--- src/bitop_pkg.sv ---
// shared constants for the bit, compare and decimal adjust executor
package bitop_pkg;
    // opcodes handled by this block
    localparam logic [7:0] OP_AND_BIT     = 8'h82;
    localparam logic [7:0] OP_AND_NBIT    = 8'hb0;
    localparam logic [7:0] OP_CMP_DIR     = 8'hb5;
    localparam logic [7:0] OP_CMP_IMM     = 8'hb4;
    localparam logic [4:0] OP_CMP_REG_HI  = 5'h17;   // 10111rrr
    localparam logic [6:0] OP_CMP_IND_HI  = 7'h5b;   // 1011011i
    localparam logic [7:0] OP_CLR_ACC     = 8'he4;
    localparam logic [7:0] OP_CLR_CARRY   = 8'hc3;
    localparam logic [7:0] OP_CLR_BIT     = 8'hc2;
    localparam logic [7:0] OP_CPL_ACC     = 8'hf4;
    localparam logic [7:0] OP_CPL_CARRY   = 8'hb3;
    localparam logic [7:0] OP_CPL_BIT     = 8'hb2;
    localparam logic [7:0] OP_DEC_ADJ     = 8'hd4;
    // instruction lengths and pc advance
    localparam logic [15:0] LEN_ONE       = 16'h0001;
    localparam logic [15:0] LEN_TWO       = 16'h0002;
    localparam logic [15:0] LEN_THREE     = 16'h0003;
    // machine cycle counts
    localparam logic [1:0]  CYC_ONE       = 2'h1;
    localparam logic [1:0]  CYC_TWO       = 2'h2;
    // decimal adjust constants
    localparam logic [3:0]  BCD_MAX_DIGIT = 4'h9;
    localparam logic [8:0]  BCD_LOW_FIX   = 9'h006;
    localparam logic [8:0]  BCD_HIGH_FIX  = 9'h060;
    // reset values
    localparam logic [7:0]  ACC_RESET     = 8'h00;
    localparam logic [15:0] PC_RESET      = 16'h0000;
endpackage

--- src/bit_compare_bcd_ops.sv ---
// executor for carry and, compare-jump, clear, complement and decimal adjust
// Summary of operation
// - carry and with a bit clears carry on a zero source bit, else keeps it, no other flag.
// - the complemented-source form uses the inverted bit and leaves the bit itself alone.
// - opcode 82h plus bit address is carry and with true bit, two bytes, two cycles.
// - opcode b0h plus bit address is carry and with inverted bit, two bytes, two cycles.
// - compare-jump advances pc by three then adds the signed offset only when unequal.
// - compare-jump sets carry when first operand is below second, and modifies neither.
// - b5h compares acc with a direct byte, b4h with immediate, three bytes, two cycles.
// - 10111rrr compares a register and 1011011i an indirect byte with immediate data.
// - e4h zeroes the accumulator with no flag change, one byte.
// - c3h clears carry in one cycle, c2h plus bit address clears that bit.
// - f4h inverts every accumulator bit, flags unchanged, one byte.
// - b3h inverts carry in one cycle, b2h plus bit address inverts that bit.
// - a bit complement on a port pin reads the output latch, not the pin.
// - decimal adjust adds 6 when low nibble above 9 or half carry set, carry only set.
// - then adds 6 to the high nibble when carry set or high nibble above 9, carry only set.
// - half carry is set by add and add-with-carry on carry out of bit 3, else cleared.
module bit_compare_bcd_ops (
    input  wire logic        core_clk,      // 20 MHz core clock
    input  wire logic        rst_n,         // async reset, active low
    // instruction stream from program memory
    input  wire logic        instr_valid,   // opcode and operand bytes present
    output logic             instr_ready,   // block accepts instruction this cycle
    input  wire logic [7:0]  opcode,        // first instruction byte
    input  wire logic [7:0]  operand1,      // second byte: bit/direct address or data
    input  wire logic [7:0]  operand2,      // third byte: relative jump offset
    input  wire logic [15:0] pc_in,         // address of the opcode byte
    // operand read path from data and bit space
    input  wire logic [7:0]  mem_byte,      // direct, register or indirect byte
    input  wire logic        bit_value,     // addressed bit, pin value for ports
    input  wire logic        bit_is_port,   // addressed bit lies in a port
    input  wire logic        bit_latch,     // port output latch bit
    // add instruction side band for the half carry
    input  wire logic        add_done,      // an add or add-with-carry retired
    input  wire logic        add_half,      // carry out of bit 3 of that add
    // results
    output logic             done,          // one-cycle pulse, instruction retired
    output logic             unsupported,   // one-cycle pulse, opcode not handled
    output logic [15:0]      pc_out,        // next program counter
    output logic [7:0]       acc,           // accumulator
    output logic             carry_flag,    // carry flag
    output logic             half_carry_flag, // half carry flag
    output logic             bit_we,        // one-cycle pulse, write bit
    output logic [7:0]       bit_addr,      // bit address for write
    output logic             bit_wdata      // bit data for write
);
    ////////////////////////////////////////////////////////////////////////////

    typedef enum logic [1:0] {IDLE, EXEC, RETIRE} phase_t;

    typedef enum logic [3:0] {
        K_NONE, K_AND_BIT, K_AND_NBIT, K_CMP_ACC, K_CMP_IMM_OP,
        K_CLR_ACC, K_CLR_C, K_CLR_BIT, K_CPL_ACC, K_CPL_C, K_CPL_BIT, K_DA
    } kind_t;

    typedef struct packed {
        phase_t      phase;
        kind_t       kind;
        logic [1:0]  cyc_left;
        logic [15:0] pc;
        logic [7:0]  acc;
        logic        carry;
        logic        half;
        logic        done;
        logic        unsupported;
        logic        bit_we;
        logic [7:0]  bit_addr;
        logic        bit_wdata;
    } state_t;

    state_t cur;
    state_t next_cur;

    logic [7:0] da_acc;
    logic       da_carry;

    ////////////////////////////////////////////////////////////////////////////

    function automatic kind_t decode(input logic [7:0] op);
        kind_t k;
        k = K_NONE;
        if (op == bitop_pkg::OP_AND_BIT)                k = K_AND_BIT;
        else if (op == bitop_pkg::OP_AND_NBIT)          k = K_AND_NBIT;
        else if (op == bitop_pkg::OP_CMP_DIR)           k = K_CMP_ACC;
        else if (op == bitop_pkg::OP_CMP_IMM)           k = K_CMP_IMM_OP;
        else if (op[7:3] == bitop_pkg::OP_CMP_REG_HI)   k = K_CMP_IMM_OP;
        else if (op[7:1] == bitop_pkg::OP_CMP_IND_HI)   k = K_CMP_IMM_OP;
        else if (op == bitop_pkg::OP_CLR_ACC)           k = K_CLR_ACC;
        else if (op == bitop_pkg::OP_CLR_CARRY)         k = K_CLR_C;
        else if (op == bitop_pkg::OP_CLR_BIT)           k = K_CLR_BIT;
        else if (op == bitop_pkg::OP_CPL_ACC)           k = K_CPL_ACC;
        else if (op == bitop_pkg::OP_CPL_CARRY)         k = K_CPL_C;
        else if (op == bitop_pkg::OP_CPL_BIT)           k = K_CPL_BIT;
        else if (op == bitop_pkg::OP_DEC_ADJ)           k = K_DA;
        return k;
    endfunction

    // two-cycle instructions stretch by one idle machine cycle
    function automatic logic [1:0] cycles_of(input kind_t k);
        logic [1:0] c;
        c = bitop_pkg::CYC_ONE;
        if (k == K_AND_BIT || k == K_AND_NBIT || k == K_CMP_ACC || k == K_CMP_IMM_OP) begin
            c = bitop_pkg::CYC_TWO;
        end
        return c;
    endfunction

    function automatic logic [15:0] length_of(input kind_t k);
        logic [15:0] n;
        unique case (k)
            K_CMP_ACC, K_CMP_IMM_OP:             n = bitop_pkg::LEN_THREE;
            K_AND_BIT, K_AND_NBIT, K_CLR_BIT,
            K_CPL_BIT:                           n = bitop_pkg::LEN_TWO;
            default:                             n = bitop_pkg::LEN_ONE;
        endcase
        return n;
    endfunction

    ////////////////////////////////////////////////////////////////////////////

    decimal_adjust u_da (
        .acc_in    (cur.acc),
        .carry_in  (cur.carry),
        .half_in   (cur.half),
        .acc_out   (da_acc),
        .carry_out (da_carry)
    );

    assign instr_ready = (cur.phase == IDLE);

    always_comb begin
        logic [7:0]  cmp_a;
        logic [7:0]  cmp_b;
        logic        src_bit;
        logic [15:0] seq_pc;
        cmp_a   = 8'h00;
        cmp_b   = 8'h00;
        src_bit = 1'b0;
        seq_pc  = 16'h0000;

        next_cur             = cur;
        next_cur.done        = 1'b0;
        next_cur.unsupported = 1'b0;
        next_cur.bit_we      = 1'b0;

        // half carry tracks the last add; a decimal adjust never writes it
        if (add_done) begin
            next_cur.half = add_half;
        end

        unique case (cur.phase)
            IDLE: begin
                if (instr_valid) begin
                    next_cur.kind     = decode(opcode);
                    next_cur.cyc_left = cycles_of(decode(opcode));
                    next_cur.pc       = pc_in;
                    if (decode(opcode) == K_NONE) begin
                        next_cur.unsupported = 1'b1;
                    end else begin
                        next_cur.phase = EXEC;
                    end
                end
            end
            EXEC: begin
                // first cycle of a two-cycle instruction only waits
                if (cur.cyc_left == bitop_pkg::CYC_TWO) begin
                    next_cur.cyc_left = bitop_pkg::CYC_ONE;
                end else begin
                    next_cur.phase = RETIRE;
                    seq_pc = cur.pc + length_of(cur.kind);
                    next_cur.pc = seq_pc;
                    // complement takes port bits from the output latch, not the pin; carry and reads bit_value
                    src_bit = bit_is_port ? bit_latch : bit_value;
                    unique case (cur.kind)
                        K_AND_BIT: begin
                            if (!bit_value) next_cur.carry = 1'b0;
                        end
                        K_AND_NBIT: begin
                            // source bit not written back
                            if (bit_value) next_cur.carry = 1'b0;
                        end
                        K_CMP_ACC, K_CMP_IMM_OP: begin
                            // operands are only read, never written
                            cmp_a = (cur.kind == K_CMP_ACC || opcode == bitop_pkg::OP_CMP_IMM)
                                    ? cur.acc : mem_byte;
                            cmp_b = (cur.kind == K_CMP_ACC) ? mem_byte : operand1;
                            if (cur.kind == K_CMP_ACC) cmp_a = cur.acc;
                            next_cur.carry = (cmp_a < cmp_b);
                            if (cmp_a != cmp_b) begin
                                next_cur.pc = seq_pc + {{8{operand2[7]}}, operand2};
                            end
                        end
                        K_CLR_ACC: next_cur.acc   = bitop_pkg::ACC_RESET;
                        K_CLR_C:   next_cur.carry = 1'b0;
                        K_CLR_BIT: begin
                            next_cur.bit_we    = 1'b1;
                            next_cur.bit_addr  = operand1;
                            next_cur.bit_wdata = 1'b0;
                        end
                        K_CPL_ACC: next_cur.acc   = ~cur.acc;
                        K_CPL_C:   next_cur.carry = ~cur.carry;
                        K_CPL_BIT: begin
                            next_cur.bit_we    = 1'b1;
                            next_cur.bit_addr  = operand1;
                            next_cur.bit_wdata = ~src_bit;
                        end
                        K_DA: begin
                            next_cur.acc   = da_acc;
                            next_cur.carry = da_carry;
                        end
                        default: ;
                    endcase
                    next_cur.done = 1'b1;
                end
            end
            RETIRE: begin
                next_cur.phase = IDLE;
            end
            default: next_cur.phase = IDLE;
        endcase
    end

    always_ff @(posedge core_clk or negedge rst_n) begin
        if (!rst_n) begin
            cur <= '{phase: IDLE, kind: K_NONE, cyc_left: 2'h0,
                     pc: bitop_pkg::PC_RESET, acc: bitop_pkg::ACC_RESET,
                     carry: 1'b0, half: 1'b0, done: 1'b0, unsupported: 1'b0,
                     bit_we: 1'b0, bit_addr: 8'h00, bit_wdata: 1'b0};
        end else begin
            cur <= next_cur;
        end
    end

    assign done            = cur.done;
    assign unsupported     = cur.unsupported;
    assign pc_out          = cur.pc;
    assign acc             = cur.acc;
    assign carry_flag      = cur.carry;
    assign half_carry_flag = cur.half;
    assign bit_we          = cur.bit_we;
    assign bit_addr        = cur.bit_addr;
    assign bit_wdata       = cur.bit_wdata;
endmodule // bit_compare_bcd_ops

--- src/decimal_adjust.sv ---
// combinational decimal adjust of the accumulator after a bcd add
module decimal_adjust (
    input  wire logic [7:0] acc_in,      // accumulator before adjust
    input  wire logic       carry_in,    // carry before adjust
    input  wire logic       half_in,     // half carry flag
    output logic      [7:0] acc_out,     // adjusted accumulator
    output logic            carry_out    // carry after adjust, never cleared
);
    logic [8:0] low_sum;
    logic [8:0] high_sum;
    logic       mid_carry;

    always_comb begin
        low_sum = {1'b0, acc_in};
        if (acc_in[3:0] > bitop_pkg::BCD_MAX_DIGIT || half_in) begin
            low_sum = {1'b0, acc_in} + bitop_pkg::BCD_LOW_FIX;
        end
        // carry only ever set here, never cleared
        mid_carry = carry_in | low_sum[8];
        high_sum  = {1'b0, low_sum[7:0]};
        if (mid_carry || low_sum[7:4] > bitop_pkg::BCD_MAX_DIGIT) begin
            high_sum = {1'b0, low_sum[7:0]} + bitop_pkg::BCD_HIGH_FIX;
        end
        acc_out   = high_sum[7:0];
        carry_out = mid_carry | high_sum[8];
    end
endmodule // decimal_adjust

--- config.mk ---
export PLATFORM = sky130hd
export DESIGN_NAME = bit_compare_bcd_ops
export DESIGN_NICKNAME = d
export VERILOG_FILES = /design/src/bitop_pkg.sv /design/src/bit_compare_bcd_ops.sv /design/src/decimal_adjust.sv
export SDC_FILE = /design/constraint.sdc
export NUM_CORES = 1
export LEC_CHECK = 0
export BUFFER_PORTS_ARGS = -buffer_cell sky130_fd_sc_hd__buf_2
export CAP_MARGIN = 20
export CORE_ASPECT_RATIO = 0.5
export CORE_MARGIN = 5
export CORE_UTILIZATION = 56
export DETAILED_ROUTE_END_ITERATION = 6
export HOLD_SLACK_MARGIN = 0.02
export PLACE_DENSITY = 0.86
export SETUP_SLACK_MARGIN = 0.5
export SYNTH_ARGS = -nofsm -noshare
export SYNTH_HDL_FRONTEND = slang
export SYNTH_SLANG_ARGS = --single-unit
--- constraint.sdc ---
create_clock -name core_clk -period 5.1 [get_ports core_clk]
set_input_delay 0.51 -clock core_clk [delete_from_list [all_inputs] [get_ports core_clk]]
set_output_delay 0.51 -clock core_clk [all_outputs]
set_load 0.01 [all_outputs]
==> impl_metrics.py <==
metrics = {
    "detailed_routing": {
        "wl_mm": 11.1,
        "wl_per_cell_um": 15.8,
        "via_per_inst": 5.91,
        "drtIter0Drc": 304,
        "drtPass1Iterations": 6,
        "antenna_left": 0,
        "drc": 0,
        "route.vias.total": 4147,
    },
    "synthesis": {
        "synth_seq_cells": 46,
        "netlist_area_mm2": 0.00446,
        "synth_ff_type": "dfrtp_1",
        "ys_warn_count": 0,
        "synth-async-reset-ratio_pct": 100,
        "synth_edf_count": 0,
        "yosysSeqAreaShare_pct": 25.8,
        "synthCells": 539,
        "avgSynthCellArea_um2": 8.28,
        "ys_types": 72,
        "syn_nets": 625,
    },
    "cells_and_area": {
        "stdcell_count": 702,
        "n_antenna_cell": 0,
        "most-common-layout-cells": "buf_2 (94), nand2_1 (44), dfrtp_1 (44), o21ai_0 (38), a21oi_1 (36)",
        "final_common_cell": "buf_2",
        "fin_util_pct": 62.4,
        "layout.nets": 675,
        "area_growth_pct": 10.2,
        "n_fill_cell": 699,
        "final_layout_size_suffix_gt1_share_pct": 23.1,
    },
    "sta": {
        "fmax_mhz": 227,
        "period_needed_ns": 4.40,
        "fin_crit_sh_pct": 86.2,
        "finalSetupTns_ns": 0,
        "finalHoldViolCount": 0,
        "rsz0062_at_grt": "false",
        "slew_headroom_pct": 31.7,
        "clock_skew_ns": 0.00878,
        "final-setup-viol-count": 0,
        "worst_slew_pin_slew_ns": 1.02,
        "layout_setup_ws_ns": 0.702,
        "drv_slew": 0,
    },
    "setup_path": {
        "arrival_ns": 4.57,
        "critPathTopFamily": "simple AND/OR/NAND/NOR gates",
        "crit_chain": "or3b_1, a21oi_2, nand2b_1, ha_1, a21oi_1, nor3b_2, and2_1, and3_1, xnor2_1, ha_1, nand2_1, a21o_1, a21boi_0, a2bb2oi_1, mux2i_1, mux2i_1, nand3_1",
        "r2r-start": "cur[40]",
        "worstSetupEndpointType": "register",
        "crit_required_ns": 5.27,
        "rrSetupSlack_ns": 0.70,
        "crit_slowest_cell": "dfrtp_2",
        "reg2reg_depth": 17,
        "reg2reg_to": "pc_out[15]",
        "cp.buffers_inverters": 0,
        "crit_type": "register to register",
        "start_kind": "register",
        "slowest_delay_ns": 0.51,
        "crit_fanout": 17,
    },
    "die": {
        "die_w_um": 136,
        "design.core.area_mm2": 0.00789,
        "fp.dieH_um": 73.1,
        "rows": 23,
        "ios": 95,
        "die-area_mm2": 0.00997,
        "start_util_pct": 56.6,
    },
    "clock_network": {
        "clk_latency_ns": 0.29,
        "root_buffer": "clkbuf_16",
        "clkSlewWorstSetupHoldPaths_ns": 0.06,
        "cts_made_buffers": 5,
        "htree_levels": 2,
        "cts_tree": "yes",
        "clock-sinks": 46,
        "cts_hold_buf": 0,
        "cts_max_path_buffers": 2,
    },
    "power": {
        "leakage_nw": 2.26,
        "vdd_drop_max_mv": 0.218,
        "powerDensity_mw_per_mm2": 584,
    },
    "placement": {
        "globalplace.congestion": 0.889,
        "portBuffers": 94,
        "dp_hpwl_mm": 8.33,
        "place_ws_ns": 0.464,
        "place_inst": 692,
    },
    "grt": {
        "antenna_found_initial": 0,
        "grt_pass1_vias": 4035,
        "grt.overflow.total": 0,
        "grtUsageTotal_pct": 22.8,
        "grt_pass1_wl_mm": 18.8,
        "grt_max_degree": 47,
    },
    "flow_run": {
        "drv_cap": 0,
    },
    "hold_path": {
        "hp-class": "input pin to async pin",
    },
    "outcome": {
        "status": "finished clean",
    },
}
==> cell families after synthesis <==
kind of cell | share of synthesized area, %
and+or+nand+nor | 21.4
AOI/OAI and AO/OA | 20.6
buffers and inverters | 10.4
DFF | 25.8
xor gates and xnor gates | 5.89
muxes | 7.23
adders and majority gates | 8.74
==> final cells by class <==
| type | count | area [µm²] | area share [%] |
|---|---|---|---|
| Clock inverter | 1 | 30.0 | 0.610 |
| Sequential cell | 46 | 1150 | 23.4 |
| Timing Repair Buffer | 97 | 505 | 10.3 |
| Inverter | 25 | 93.8 | 1.91 |
| Clock buffer | 7 | 133 | 2.70 |
| Tap cell | 112 | 140 | 2.85 |
| Multi-Input combinational cell | 414 | 2870 | 58.2 |
==> sequential cells by signal (all words and copies together) (netlist names), 8 cells and up <==
signal    count
acc           8
pc_out       16
bit_addr      8
cur           8
==> cells in the mapped netlist, types with 4 or more instances <==
cell type	number	area (µm²)
a221o_1	4	40.0
nand2_1	44	165
a21o_1	5	37.5
nand4_1	7	43.8
o21a_1	5	37.5
inv_1	25	93.8
o211ai_1	4	30.0
and2_1	6	37.5
clkbuf_1	9	33.8
xor2_1	14	123
ha_1	28	350
nor2b_1	10	62.6
a31oi_1	8	50.1
nand2b_1	12	75.1
mux2_2	14	158
and3_1	9	56.3
mux2i_1	15	150
nand3_1	19	95.1
nor3_1	11	55.1
buf_4	34	255
nor2_1	35	131
o22ai_1	6	37.5
o21ai_0	38	190
dfrtp_1	46	1150
xnor2_1	16	140
a221oi_1	4	35.0
a21oi_1	36	180
==> where the power goes <==
part / total (mW) / internal, mW / switching (mW)
Combinational: 1.78 / 0.772 / 1.00
Sequential: 0.729 / 0.510 / 0.218
Clock: 0.371 / 0.232 / 0.139
Total: 2.88 / 1.51 / 1.36
==> timing repair <==
action                     in CTS  in global routing
hold endpoints to repair        0                  0
setup buffers                   0                  0
setup endpoints to repair       1                  3
gates resized for setup         1                  4
==> routing by layer <==
| layer | vias to the layer above | track usage, % | routed length [µm] |
|---|---|---|---|
| met5 | - | 0 | 0 |
| met2 | 144 | 39.0 | 5420 |
| li1 | 2020 | - | - |
| met1 | 1970 | 30.4 | 4810 |
| met4 | 0 | 5.59 | 124 |
| met3 | 13 | 3.93 | 749 |
==> metrics by stage <==
step | total power [mW] | instance area [µm²] | hold slack (ns)
3_3_place_gp | 2.40 | 4710 | 0.484
4_1_cts | 2.84 | 4880 | 0.426
3_5_place_dp | 2.45 | 4710 | 0.490
2_1_floorplan | 2.19 | 4460 | 0.214
5_1_grt | 3.14 | 4920 | 0.0675
6_report | 2.88 | 4920 | 0.0623
==> how the worst max path moves through the flow <==
stage / start / to / slack (ns) / cells past startpoint
floorplan: cur[41] / pc_out[15] / 1.00 / 19
global placement: cur[41] / pc_out[15] / 0.65 / 16
detailed placement: cur[40] / pc_out[15] / 0.46 / 16
CTS: cur[41] / pc_out[15] / 0.60 / 18
global route: cur[41] / pc_out[15] / 0.51 / 16
finish: cur[40] / pc_out[15] / 0.70 / 17
Note: power is estimated with default switching activity, not from simulation.
